**src/design/sbt_pkg.sv**
```systemverilog
package sbt_pkg;

  // ************************************************************
  // Register bus carrier
  // ************************************************************
  localparam int ADDR_WIDTH = 8;
  localparam int DATA_WIDTH = 16;

  typedef struct packed {
    logic [ADDR_WIDTH-1:0] addr;
    logic [DATA_WIDTH-1:0] wdata;
    logic wr;
    logic rd;
  } sbt_bus_req_type;

  // ************************************************************
  // Register offsets (byte addresses, one word each)
  // ************************************************************
  localparam logic [ADDR_WIDTH-1:0] OFS_CONTROL = 8'h00;
  localparam logic [ADDR_WIDTH-1:0] OFS_COUNT = 8'h04;
  localparam logic [ADDR_WIDTH-1:0] OFS_PERIOD = 8'h08;
  localparam logic [ADDR_WIDTH-1:0] OFS_IRQ_CTRL = 8'h0C;
  localparam logic [ADDR_WIDTH-1:0] OFS_STATUS = 8'h10;
  localparam logic [ADDR_WIDTH-1:0] OFS_MASK = 8'h14;

  // ************************************************************
  // Control register layout
  // ************************************************************
  typedef struct packed {
    logic timer_run;                 // bit 15
    logic rsv14;
    logic halt_in_idle;              // bit 13
    logic [2:0] rsv12_10;
    logic [1:0] extended_clock_pick; // bits 9-8
    logic rsv7;
    logic gated_accumulate;          // bit 6
    logic [1:0] prescale_ratio;      // bits 5-4
    logic rsv3;
    logic external_clock_resync;     // bit 2
    logic clock_source_pick;         // bit 1
    logic rsv0;
  } sbt_control_type;

  localparam logic [DATA_WIDTH-1:0] CONTROL_WRITE_MASK = 16'hA376;
  localparam logic [DATA_WIDTH-1:0] CONTROL_RESET = 16'h0000;
  localparam logic [DATA_WIDTH-1:0] COUNT_RESET = 16'h0000;
  localparam logic [DATA_WIDTH-1:0] PERIOD_RESET = 16'h0000;

  // Extended clock source codes
  localparam logic [1:0] EXT_SECONDARY = 2'h0;
  localparam logic [1:0] EXT_TIMER_PIN = 2'h1;
  localparam logic [1:0] EXT_LOW_POWER_RC = 2'h2;
  localparam logic [1:0] EXT_GENERIC_PIN = 2'h3;

  // ************************************************************
  // Interrupt control and status layout
  // ************************************************************
  localparam int IRQ_ENABLE_BIT = 0;
  localparam int IRQ_PRIO_LSB = 1;
  localparam int STATUS_WIDTH = 2;
  localparam int STATUS_MATCH_BIT = 0;
  localparam int STATUS_GATE_FALL_BIT = 1;
  localparam logic [STATUS_WIDTH-1:0] STATUS_RESET = 2'h0;
  localparam logic [STATUS_WIDTH-1:0] MASK_RESET = 2'h0;
  localparam logic [2:0] PRIORITY_RESET = 3'h0;

  // ************************************************************
  // Prescaler ratios, as last count of the divider
  // ************************************************************
  localparam logic [7:0] PRESCALE_LAST_1 = 8'h00;
  localparam logic [7:0] PRESCALE_LAST_8 = 8'h07;
  localparam logic [7:0] PRESCALE_LAST_64 = 8'h3F;
  localparam logic [7:0] PRESCALE_LAST_256 = 8'hFF;

  // ************************************************************
  // Sequencer states
  // ************************************************************
  typedef enum logic [2:0] {
    ST_OFF = 3'b001,
    ST_RUN = 3'b010,
    ST_HALT = 3'b100
  } sbt_state_type;

  // Address match of one register slot
  function automatic logic sbt_hit(input logic [ADDR_WIDTH-1:0] addr,
                                   input logic [ADDR_WIDTH-1:0] offset);
    return addr == offset;
  endfunction : sbt_hit

endpackage : sbt_pkg

```
**src/design/sbt_edge_sync.sv**
```systemverilog
`timescale 1ns/1ps
module sbt_edge_sync (
  // Clock and reset
  input wire logic clock,
  input wire logic reset,
  // Source level and mode
  input wire logic level_in,
  input wire logic resync,
  // Rising edge pulse
  output logic rise_pulse
);
  logic meta_q;
  logic sync_q;
  logic sync_prev_q;
  logic raw_prev_q;

  // Two-flop resampler; first stage feeds only the second
  always_ff @(posedge clock) begin
    if (reset) begin
      meta_q <= 1'b0;
      sync_q <= 1'b0;
      sync_prev_q <= 1'b0;
    end else begin
      meta_q <= level_in;
      sync_q <= meta_q;
      sync_prev_q <= sync_q;
    end
  end

  // Direct path keeps two cycles less latency
  always_ff @(posedge clock) begin
    if (reset) begin
      raw_prev_q <= 1'b0;
    end else begin
      raw_prev_q <= level_in;
    end
  end

  // Edge select between resampled and direct input
  always_ff @(posedge clock) begin
    if (reset) begin
      rise_pulse <= 1'b0;
    end else if (resync) begin
      rise_pulse <= sync_q && !sync_prev_q;
    end else begin
      rise_pulse <= level_in && !raw_prev_q;
    end
  end

endmodule : sbt_edge_sync

```
**src/design/sbt_prescaler.sv**
```systemverilog
`timescale 1ns/1ps
module sbt_prescaler (
  // Clock and reset
  input wire logic clock,
  input wire logic reset,
  // Control
  input wire logic clear,
  input wire logic [1:0] ratio,
  // Ticks
  input wire logic tick_in,
  output logic tick_out
);
  import sbt_pkg::*;

  logic [7:0] count_q;
  logic [7:0] last;

  // Ratio code to last divider count
  always_comb begin
    case (ratio)
      2'h3: last = PRESCALE_LAST_256;
      2'h2: last = PRESCALE_LAST_64;
      2'h1: last = PRESCALE_LAST_8;
      default: last = PRESCALE_LAST_1;
    endcase
  end

  // Divider count, cleared so a new ratio starts clean
  always_ff @(posedge clock) begin
    if (reset || clear) begin
      count_q <= 8'h00;
    end else if (tick_in) begin
      count_q <= (count_q == last) ? 8'h00 : count_q + 8'h01;
    end
  end

  // One output tick per full divide
  always_ff @(posedge clock) begin
    if (reset || clear) begin
      tick_out <= 1'b0;
    end else begin
      tick_out <= tick_in && (count_q == last);
    end
  end

endmodule : sbt_prescaler

```
**src/design/sbt_timer.sv**
```systemverilog
// Design decisions made here: the strobed register port and the register addresses.
`timescale 1ns/1ps
// Operation
// - Modes: internal-clock timer, synchronous counter, asynchronous counter of external clock.
// - Interrupt on period match, or on gate falling edge in gated mode.
// - Counter also serves as real-time clock time base, giving a tick output.
// - Control bit 15 starts the counter when set, stops it when clear.
// - Bits 9-8 pick the external source, only when clock source bit is set.
// - Selected clock is divided by the prescale ratio before the count advances.
// - Source bit, extended field and gate bit define clocking and gating.
// - Resync bit chooses resampled or direct counting of the external input.
// - Software-writable period register is compared with the count.
// - Interrupt has enable bit and three-bit priority; forwarded only when enabled.
// - Timer can keep operating in Idle or Sleep mode.
// - Unimplemented control bits read zero and ignore writes.
// - Prescale codes: 11 is 1:256, 10 is 1:64, 01 is 1:8, 00 is 1:1.
// - Gate bit enables gated accumulation on internal clock; ignored on external.
// - Resync bit works on external clock only; ignored on internal clock.
module sbt_timer (
  // Clock and reset
  input wire logic clock,
  input wire logic reset,
  // Register bus
  input wire sbt_pkg::sbt_bus_req_type bus_req,
  output logic [sbt_pkg::DATA_WIDTH-1:0] rdata_q,
  // External clock sources, already timed to clock
  input wire logic secondary_clk_in,
  input wire logic timer_pin_clk_in,
  input wire logic low_power_rc_clk_in,
  input wire logic generic_pin_clk_in,
  // Gate input
  input wire logic gate_in,
  // Processor power state
  input wire logic idle_mode,
  input wire logic sleep_mode,
  // Interrupt
  output logic irq_q,
  output logic [2:0] timer_irq_priority_q,
  // Time base for the real-time clock
  output logic [sbt_pkg::DATA_WIDTH-1:0] count_q,
  output logic rtc_tick_q
);
  import sbt_pkg::*;

  // ************************************************************
  // Declarations
  // ************************************************************
  sbt_control_type control_q;
  logic [DATA_WIDTH-1:0] period_value_q;
  logic timer_irq_enable_q;
  logic [STATUS_WIDTH-1:0] status_q;
  logic [STATUS_WIDTH-1:0] mask_q;
  logic [STATUS_WIDTH-1:0] status_set;
  logic [STATUS_WIDTH-1:0] status_clear;
  sbt_state_type state_q;
  sbt_state_type state_d;
  logic gate_prev_q;
  logic ext_level;
  logic ext_rise;
  logic src_tick;
  logic count_enable;
  logic prescaled_tick;
  logic prescale_clear;
  logic period_match;
  logic gated_mode;
  logic async_count;
  logic wr_control;
  logic wr_count;
  logic wr_period;
  logic wr_irq_ctrl;
  logic wr_mask;
  logic rd_status;
  logic [DATA_WIDTH-1:0] read_word;

  // ************************************************************
  // Register decode
  // ************************************************************

  // Write and read strobes per register slot
  assign wr_control = bus_req.wr && sbt_hit(bus_req.addr, OFS_CONTROL);
  assign wr_count = bus_req.wr && sbt_hit(bus_req.addr, OFS_COUNT);
  assign wr_period = bus_req.wr && sbt_hit(bus_req.addr, OFS_PERIOD);
  assign wr_irq_ctrl = bus_req.wr && sbt_hit(bus_req.addr, OFS_IRQ_CTRL);
  assign wr_mask = bus_req.wr && sbt_hit(bus_req.addr, OFS_MASK);
  assign rd_status = bus_req.rd && sbt_hit(bus_req.addr, OFS_STATUS);

  // ************************************************************
  // Control register
  // ************************************************************

  // Only implemented bits take a write; the rest stay zero
  always_ff @(posedge clock) begin
    if (reset) begin
      control_q <= sbt_control_type'(CONTROL_RESET);
    end else if (wr_control) begin
      control_q <= sbt_control_type'(bus_req.wdata & CONTROL_WRITE_MASK);
    end
  end

  // ************************************************************
  // Period register
  // ************************************************************

  // Compare value for the count
  always_ff @(posedge clock) begin
    if (reset) begin
      period_value_q <= PERIOD_RESET;
    end else if (wr_period) begin
      period_value_q <= bus_req.wdata;
    end
  end

  // ************************************************************
  // Interrupt control and mask
  // ************************************************************

  // Enable bit and priority field
  always_ff @(posedge clock) begin
    if (reset) begin
      timer_irq_enable_q <= 1'b0;
      timer_irq_priority_q <= PRIORITY_RESET;
    end else if (wr_irq_ctrl) begin
      timer_irq_enable_q <= bus_req.wdata[IRQ_ENABLE_BIT];
      timer_irq_priority_q <= bus_req.wdata[IRQ_PRIO_LSB +: 3];
    end
  end

  // Per-event mask, same layout as status
  always_ff @(posedge clock) begin
    if (reset) begin
      mask_q <= MASK_RESET;
    end else if (wr_mask) begin
      mask_q <= bus_req.wdata[STATUS_WIDTH-1:0];
    end
  end

  // ************************************************************
  // Clock source selection
  // ************************************************************

  // Extended source only matters with the source bit set
  always_comb begin
    case (control_q.extended_clock_pick)
      EXT_TIMER_PIN: ext_level = timer_pin_clk_in;
      EXT_LOW_POWER_RC: ext_level = low_power_rc_clk_in;
      EXT_GENERIC_PIN: ext_level = generic_pin_clk_in;
      default: ext_level = secondary_clk_in;
    endcase
  end

  // Edge finder, resampled or direct on the resync bit
  // Limitation: changing the pick or resync bit while running can count one
  // false edge, as the edge history still holds the old source's level
  sbt_edge_sync u_edge_sync (
    .clock(clock),
    .reset(reset),
    .level_in(ext_level),
    .resync(control_q.external_clock_resync),
    .rise_pulse(ext_rise)
  );

  // Gating counts only on the internal clock
  assign gated_mode = !control_q.clock_source_pick && control_q.gated_accumulate;

  // Direct external counting keeps going while the core sleeps
  assign async_count = control_q.clock_source_pick && !control_q.external_clock_resync;

  // Source tick before the prescaler
  always_comb begin
    if (control_q.clock_source_pick) begin
      src_tick = ext_rise;
    end else if (gated_mode) begin
      src_tick = gate_in;
    end else begin
      src_tick = 1'b1;
    end
  end

  // ************************************************************
  // Run sequencer
  // ************************************************************

  // Off, counting, or held by a power state
  // Idle halts only on request; sleep halts every source but direct counting
  always_comb begin
    case (state_q)
      ST_OFF, ST_RUN, ST_HALT: begin
        if (!control_q.timer_run) begin
          state_d = ST_OFF;
        end else if (idle_mode && control_q.halt_in_idle) begin
          state_d = ST_HALT;
        end else if (sleep_mode && !async_count) begin
          state_d = ST_HALT;
        end else begin
          state_d = ST_RUN;
        end
      end
      default: begin
        state_d = ST_OFF;
      end
    endcase
  end

  // State register
  always_ff @(posedge clock) begin
    if (reset) begin
      state_q <= ST_OFF;
    end else begin
      state_q <= state_d;
    end
  end

  // ************************************************************
  // Prescaler
  // ************************************************************

  // Control write restarts the divider, as does stopping
  // Trade-off: a partial divide is lost, but the first period after a ratio
  // change is exact
  assign prescale_clear = wr_control || (state_q == ST_OFF);
  assign count_enable = (state_q == ST_RUN) && src_tick;

  // Divider 1, 8, 64 or 256
  sbt_prescaler u_prescaler (
    .clock(clock),
    .reset(reset),
    .clear(prescale_clear),
    .ratio(control_q.prescale_ratio),
    .tick_in(count_enable),
    .tick_out(prescaled_tick)
  );

  // ************************************************************
  // Counter
  // ************************************************************

  // Equality compare: a period set below the live count lets the counter run
  // on to the top and roll over once with no flag
  assign period_match = (count_q == period_value_q);

  // Software write wins over a tick in the same cycle
  // so a loaded value is never stepped in the cycle it lands
  always_ff @(posedge clock) begin
    if (reset) begin
      count_q <= COUNT_RESET;
    end else if (wr_count) begin
      count_q <= bus_req.wdata;
    end else if (prescaled_tick) begin
      count_q <= period_match ? COUNT_RESET : count_q + 16'h0001;
    end
  end

  // Wrap pulse for the real-time clock
  // A count load in the same cycle suppresses the pulse with the wrap
  always_ff @(posedge clock) begin
    if (reset) begin
      rtc_tick_q <= 1'b0;
    end else begin
      rtc_tick_q <= prescaled_tick && period_match && !wr_count;
    end
  end

  // ************************************************************
  // Gate edge tracking
  // ************************************************************

  // Previous gate level for falling edge
  // Reset level matches the idle low gate, so no false fall after reset
  always_ff @(posedge clock) begin
    if (reset) begin
      gate_prev_q <= 1'b0;
    end else begin
      gate_prev_q <= gate_in;
    end
  end

  // ************************************************************
  // Status and interrupt
  // ************************************************************

  // Event sources; gated mode reports the gate fall instead of match
  // The gate flag needs the run state, so a stopped timer stays quiet
  always_comb begin
    status_set = STATUS_RESET;
    status_set[STATUS_MATCH_BIT] = prescaled_tick && period_match && !wr_count
                                   && !gated_mode;
    status_set[STATUS_GATE_FALL_BIT] = gated_mode && (state_q == ST_RUN)
                                       && gate_prev_q && !gate_in;
  end

  // Read clears all bits
  assign status_clear = rd_status ? {STATUS_WIDTH{1'b1}} : STATUS_RESET;

  // Sticky flags; a new event beats the clearing read
  always_ff @(posedge clock) begin
    if (reset) begin
      status_q <= STATUS_RESET;
    end else begin
      status_q <= (status_q & ~status_clear) | status_set;
    end
  end

  // Level request, only while enabled and unmasked
  always_ff @(posedge clock) begin
    if (reset) begin
      irq_q <= 1'b0;
    end else begin
      irq_q <= timer_irq_enable_q && |(status_q & mask_q);
    end
  end

  // ************************************************************
  // Read path
  // ************************************************************

  // Word select; unmapped addresses read zero
  // Control reads back its masked copy, so reserved bits never show ones
  always_comb begin
    read_word = 16'h0000;
    case (bus_req.addr)
      OFS_CONTROL: read_word = control_q;
      OFS_COUNT: read_word = count_q;
      OFS_PERIOD: read_word = period_value_q;
      OFS_IRQ_CTRL: read_word = {12'h000, timer_irq_priority_q, timer_irq_enable_q};
      OFS_STATUS: read_word = {14'h0000, status_q};
      OFS_MASK: read_word = {14'h0000, mask_q};
      default: read_word = 16'h0000;
    endcase
  end

  // Data stand for exactly the cycle after the read strobe
  always_ff @(posedge clock) begin
    if (reset) begin
      rdata_q <= 16'h0000;
    end else if (bus_req.rd) begin
      rdata_q <= read_word;
    end else begin
      rdata_q <= 16'h0000;
    end
  end

endmodule : sbt_timer

```
**config.mk**
```make
export PLATFORM = sky130hd
export DESIGN_NAME = sbt_timer
export DESIGN_NICKNAME = d
export VERILOG_FILES = /design/src/design/sbt_pkg.sv /design/src/design/sbt_edge_sync.sv /design/src/design/sbt_prescaler.sv /design/src/design/sbt_timer.sv
export SDC_FILE = /design/constraint.sdc
export NUM_CORES = 1
export LEC_CHECK = 0
export BUFFER_PORTS_ARGS = -buffer_cell sky130_fd_sc_hd__buf_2
export CORE_ASPECT_RATIO = 0.75
export CORE_MARGIN = 2
export CORE_UTILIZATION = 60
export CTS_CLUSTER_SIZE = 14
export DETAILED_ROUTE_END_ITERATION = 16
export GPL_ROUTABILITY_DRIVEN = 0
export PLACE_DENSITY = 0.84
export SETUP_SLACK_MARGIN = 0.05
export SLEW_MARGIN = 25
export SYNTH_ARGS = -nofsm -noshare
export SYNTH_HDL_FRONTEND = slang
export SYNTH_SLANG_ARGS = --single-unit
```
**constraint.sdc**
```tcl
create_clock -name clock -period 3.37 [get_ports clock]
set_input_delay 0.337 -clock clock [delete_from_list [all_inputs] [get_ports clock]]
set_output_delay 0.337 -clock clock [all_outputs]
set_load 0.005 [all_outputs]
```
## Yosys cells after proc, flatten, opt, wreduce, memory -nomap -nowiden

Index checks and enable logic that the tools add are counted.

| word-level totals | value |
|---|---|
| word-level logic and storage cells | 101 |
| output and inout port bits | 37 |
| input bits | 35 |
| bits in registers | 84 |

| cells by class | value |
|---|---|
| reductions and logical operators | 38 |
| muxes and demuxes | 13 |
| $add $sub $neg | 2 |
| equality and inequality tests | 16 |
| bitwise operators | 7 |

Operator list:

| operator | count |
|---|---|
| one-hot mux 16 bit (6 select lines) | 1 |
| two-way mux 16 bit | 3 |
| one-hot mux 8 bit (3 select lines) | 1 |
| logical AND 1 bit | 21 |
| adder 16 x 1 -> 16 bit, second input constant | 1 |
| == test 16 bit | 1 |
| == test 8 x 4 -> 1 bit, second input constant | 2 |
| == test 8 x 5 -> 1 bit, second input constant | 2 |
| adder 8 x 1 -> 8 bit, second input constant | 1 |
| == test 2 bit, second input constant | 4 |
| == test 8 x 3 -> 1 bit, second input constant | 1 |
| == test 8 bit | 1 |
| zero test 1 bit | 8 |
| zero test 8 bit | 1 |
| two-way mux 8 bit | 1 |
| two-way mux 3 bit | 2 |
| OR reduction 3 bit | 2 |
| AND 2 bit | 2 |
| == test 2 x 1 -> 1 bit, second input constant | 2 |
| OR reduction 2 bit | 2 |
| OR reduction 4 bit | 1 |
| == test 3 x 1 -> 1 bit, second input constant | 1 |
| == test 3 x 2 -> 1 bit, second input constant | 1 |
| == test 3 bit, second input constant | 1 |
| other kinds (8) | 13 |

## Logic depth before layout (Yosys ltp)

| logic depth | value |
|---|---|
| depth after elaboration | 6 |
| gate-level depth with buffers | 7 |

## By module

A second synthesis with hierarchy kept.

| unflattened totals | value |
|---|---|
| cell total of the unflattened synthesis | 451 |
| area total of the unflattened synthesis | 4135.2 µm² |

Modules (own cells, without submodules):

| module | cells an instance | area each (µm²) | times used |
|---|---|---|---|
| sbt_timer | 393 | 3575.9 | 1 |
| sbt_prescaler | 48 | 439.2 | 1 |
| sbt_edge_sync | 10 | 120.1 | 1 |

## Least setup slack after synthesis

No wires, ideal clock.

| timing | value |
|---|---|
| kind | input to register |
| start | in bus_req[24] (netlist name) |
| end | reg count_q[1] (netlist name) |
| data required time | 3.240 ns |
| setup time | 0.130 ns |
| stages on the path | 7 |
| path slack | 1.406 ns |
| buffers on the path | 2 |
| arrival time | 1.833 ns |
| cell sequence | or4_4 > buf_6 > nor4_4 > and2_1 > buf_6 > nand3b_4 > o22ai_1 |

| on the way | value |
|---|---|
| word-level cells in the longest chain between the ends | 3 |

RTL lines:

| item | RTL line | text |
|---|---|---|
| start: declaration | sbt_timer.sv:24 | `input wire sbt_pkg::sbt_bus_req_type bus_req,` |
| == test 8 x 3 -> 1 bit (*) | sbt_pkg.sv:87 | `return addr == offset;` |
| logical AND 1 bit (*) | sbt_timer.sv:81 | `assign wr_count = bus_req.wr && sbt_hit(bus_req.addr, OFS_COUNT);` |
| two-way mux 16 bit or nonzero test 2 bit (tied branches) | - |  |
| end signal: assignment | sbt_timer.sv:247 | `count_q <= bus_req.wdata;` |
| end signal: assignment | sbt_timer.sv:249 | `count_q <= period_match ? COUNT_RESET : count_q + 16'h0001;` |
| end: declaration | sbt_timer.sv:40 | `output logic [sbt_pkg::DATA_WIDTH-1:0] count_q,` |

Mark *: on every way between the ends. The rest lies on a longest branch, timed or not.
A chain may end at the register's enable or synchronous reset.

## Worst setup path after layout

| timing | value |
|---|---|
| start | reg count_q[1] (netlist name) |
| end | reg count_q[4] (netlist name) |

| on the way | value |
|---|---|
| word-level cells in the longest chain between the ends | 4 |

RTL lines:

| item | RTL line | text |
|---|---|---|
| adder 16 x 1 -> 16 bit or == test 16 bit (tied branches) | sbt_timer.sv:249, sbt_timer.sv:239 |  |
| two-way mux 16 bit (*) | sbt_timer.sv:249 |  |
| two-way mux 16 bit (*) | sbt_timer.sv:248 | `end else if (prescaled_tick) begin` |
| two-way mux 16 bit (*) | sbt_timer.sv:246 | `end else if (wr_count) begin` |

Mark *: on every way between the ends. The rest lies on a longest branch, timed or not. The select of a mux whose other input is x is not followed.

==> impl_results.md <==
- Area of the multi-input gates: 2130 um^2
- Sink Count: 84
- Final WL: 11.0 mm
- Synth Area in Compound Gates: 11.7%
- CP top delay family: simple AND/OR/NAND/NOR gates
- Max FO, Critical Path: 9
- Register area: 1680 um^2
- CP Data Arrival Time: 2.40 ns
- Period utilization: 64.3%
- Core footprint: 6350 um^2
- FMAX: 0.462 GHz
- Worst path max stage delay: 0.58 ns
- Status: finished clean
- Post-synth net total: 492
- Proportion of synthesized area in mux cells: 7.79%
- Critical-path cell list: xor2_1 > nor4_1 > nand4_1 > o21ai_2 > o21ai_0
- Top post-synthesis cells by area: dfxtp_1 (42%), xor2_1 (6.6%), mux2i_1 (5.8%)
- DR DRC count: 0
- TritonCTS clock tree: built
- HPWL Detailed: 7.46 mm
- Yosys reg bits: 84
- Synth Flop Type: dfxtp_1
- R2r setup slk: 1.20 ns
- Register area share after synthesis: 42.4%
- Synthesized-area fraction occupied by and/or/nand/nor cells: 25.5%
- Number of synthesized flops with an enable pin: 0
- Synth Warn #: 0
- Final Power: 0.00197 W
- Worst hold slack: 0.191 ns
- Netlist cell types: 53
- Chip height: 74.4 um
- Synth async-reset ratio: 0%
- Share of layout cells above drive strength 1: 20.4%
- Detail Route Antenna Nets: 0
- Hold Buf Count CTS: 0
- Least-Margin Pin Slew: 0.721 ns
- Pin count of the biggest net entering global routing: 50
- Max Cap Violations: 0
- Post-CTS Setup Bufs: 0
- Leakage: 1.85 nW
- Crit. End Element: flop
- Initial antenna violation count: 0
- GRT Overall Usage: 31.5%
- Post-synth top area share: 42.4%
- CTS Buf Count: 9
- Slew HR: 51.9%
- Fraction of the mapped netlist area in adder cells: 0.631%
- Avg WL per Cell: 18.2 um
- Mean Syn Cell Area: 8.71 um^2
- Detailed-router iteration count before antenna repair: 5
- CTS resizes: 0
- GRT overflow: 0
- Count leader, synth: dfxtp_1
- Final Critical Period: 2.17 ns
- Final setup vio count: 0
- Drt first-iter violations: 355
- Post-Synth XOR/XNOR Area: 8.17%
- Post-synth top area cell: dfxtp_1
- Worst-path clk slew: 0.09 ns
- Row cnt: 25
- Final Max Slew Viols: 0
- Max stage delay cell, worst path: dfxtp_1
- Pre-CTS WS: 1.00 ns
- Die Area: 7280 um^2
- Vias in the first global route: 3399
- Startpoint types: flop
- H-tree depth: 3
- Worst path required time: 3.60 ns
- Final setup margin: 1.20 ns
- Mapped Cells: 455
- Worst-Skew Late Latency: 0.37 ns
- Die X: 97.9 um
- Setup CP Type: flop to flop
- Root Buffer: clkbuf_8
- Clk buf depth: 2
- Top cells by count, synth: dfxtp_1 (84), nor2_1 (59), nand2_1 (45), a21oi_1 (39), xor2_1 (30)
- Largest family of logic cells by synthesized area: simple AND/OR/NAND/NOR gates
- Via count: 3652
- Total negative setup slack: 0 ns
- Initial Util: 62.4%
- IO Count: 72
- RSZ-0062 raised after global routing: no
- Skew final: 0.0124 ns
- Area of the mapped netlist: 3970 um^2
- Fin. Hold Viols: 0
- Final nets: 552
- I/O Buffers: 71
- Filler cell count: 489
- Worst hold path class: input pin to flop
- Routed vias/inst: 6.08
- First-pass GRT wire length: 17.7 mm
- # diodes: 0
- VDD IR max: 0.000268 V
- Synth-to-layout area growth: 15.6%
- Critical path buffer and inverter count: 0
- Power per cell area: 430 nW/um^2
==> sequential cells by signal, summed over array words and instances, names as in the netlist, 2 cells and up <==
name and count:
status_q 2, state_q 3, period_value_q 16, rdata_q 16, u_prescaler.count_q 8, count_q 16
control_q 9, timer_irq_priority_q 3, mask_q 2
==> worst register-to-register path, stage by stage (launching register included) <==
cell	delay, ns
dfxtp_1	0.58
xor2_1	0.16
nor4_1	0.32
nand4_1	0.35
o21ai_2	0.48
o21ai_0	0.15
==> placed cells by master, fill, tap and decap left out, types with 11 or more instances in the layout <==
cell	instances
nand3_1	24
dfxtp_1	84
nand2_1	45
buf_2	71
nor2_1	59
a21oi_1	39
xor2_1	30
nor4_1	11
mux2i_1	23
==> power by group <==
group	internal, W	switching, W	total (W)
Clock	0.000517	0.000368	0.000884
Sequential	0.000995	0.00000175	0.000997
Combinational	0.0000303	0.0000595	0.0000898
Total	0.00154	0.000429	0.00197
==> cell families after synthesis <==
group           after synthesis
fa+ha+maj                     2
xor+xnor                     37
compound gates               78
flops                        84
buf+inv                      34
mux                          28
simple gates                192
==> final cells by class <==
type                       instances  area share (%)
sequential                        84            36.7
tap                               81            2.21
clock inverter                     5            2.35
clock buffer                      11            3.09
inverter                           7           0.573
timing repair buffer              76            8.57
multi-input combinational        337            46.5
==> worst paths after layout <==
path | startpoint | endpoint | cells past startpoint
worst max-delay path | count_q[1]$_SDFFE_PP0P_ | count_q[4]$_SDFFE_PP0P_ | 5
worst min-delay path | bus_req[9] | count_q[7]$_SDFFE_PP0P_ | 3
worst max register to register | count_q[1]$_SDFFE_PP0P_ | count_q[4]$_SDFFE_PP0P_ | 5
worst min register to register | u_edge_sync.meta_q$_SDFF_PP0_ | u_edge_sync.sync_q$_SDFF_PP0_ | 1
==> metal layers <==
layer / part of all wire [%] / track usage [%] / vias to the layer above
li1: - / - / 1723
met1: 42 / 42.6 / 1687
met2: 44 / 47.9 / 219
met3: 12 / 11.2 / 23
met4: 1.8 / 9.72 / 0
met5: 0 / 0 / -
==> per-stage QoR <==
step           cells  cell area [um^2]  utilization [%]
2_1_floorplan    455              3970                -
3_3_place_gp     585              4330             68.2
3_5_place_dp     585              4330             68.2
4_1_cts          601              4580             72.2
5_1_grt          601              4580             72.2
6_report         601              4580             72.2
No activity file was read; power rests on OpenSTA's default activity.
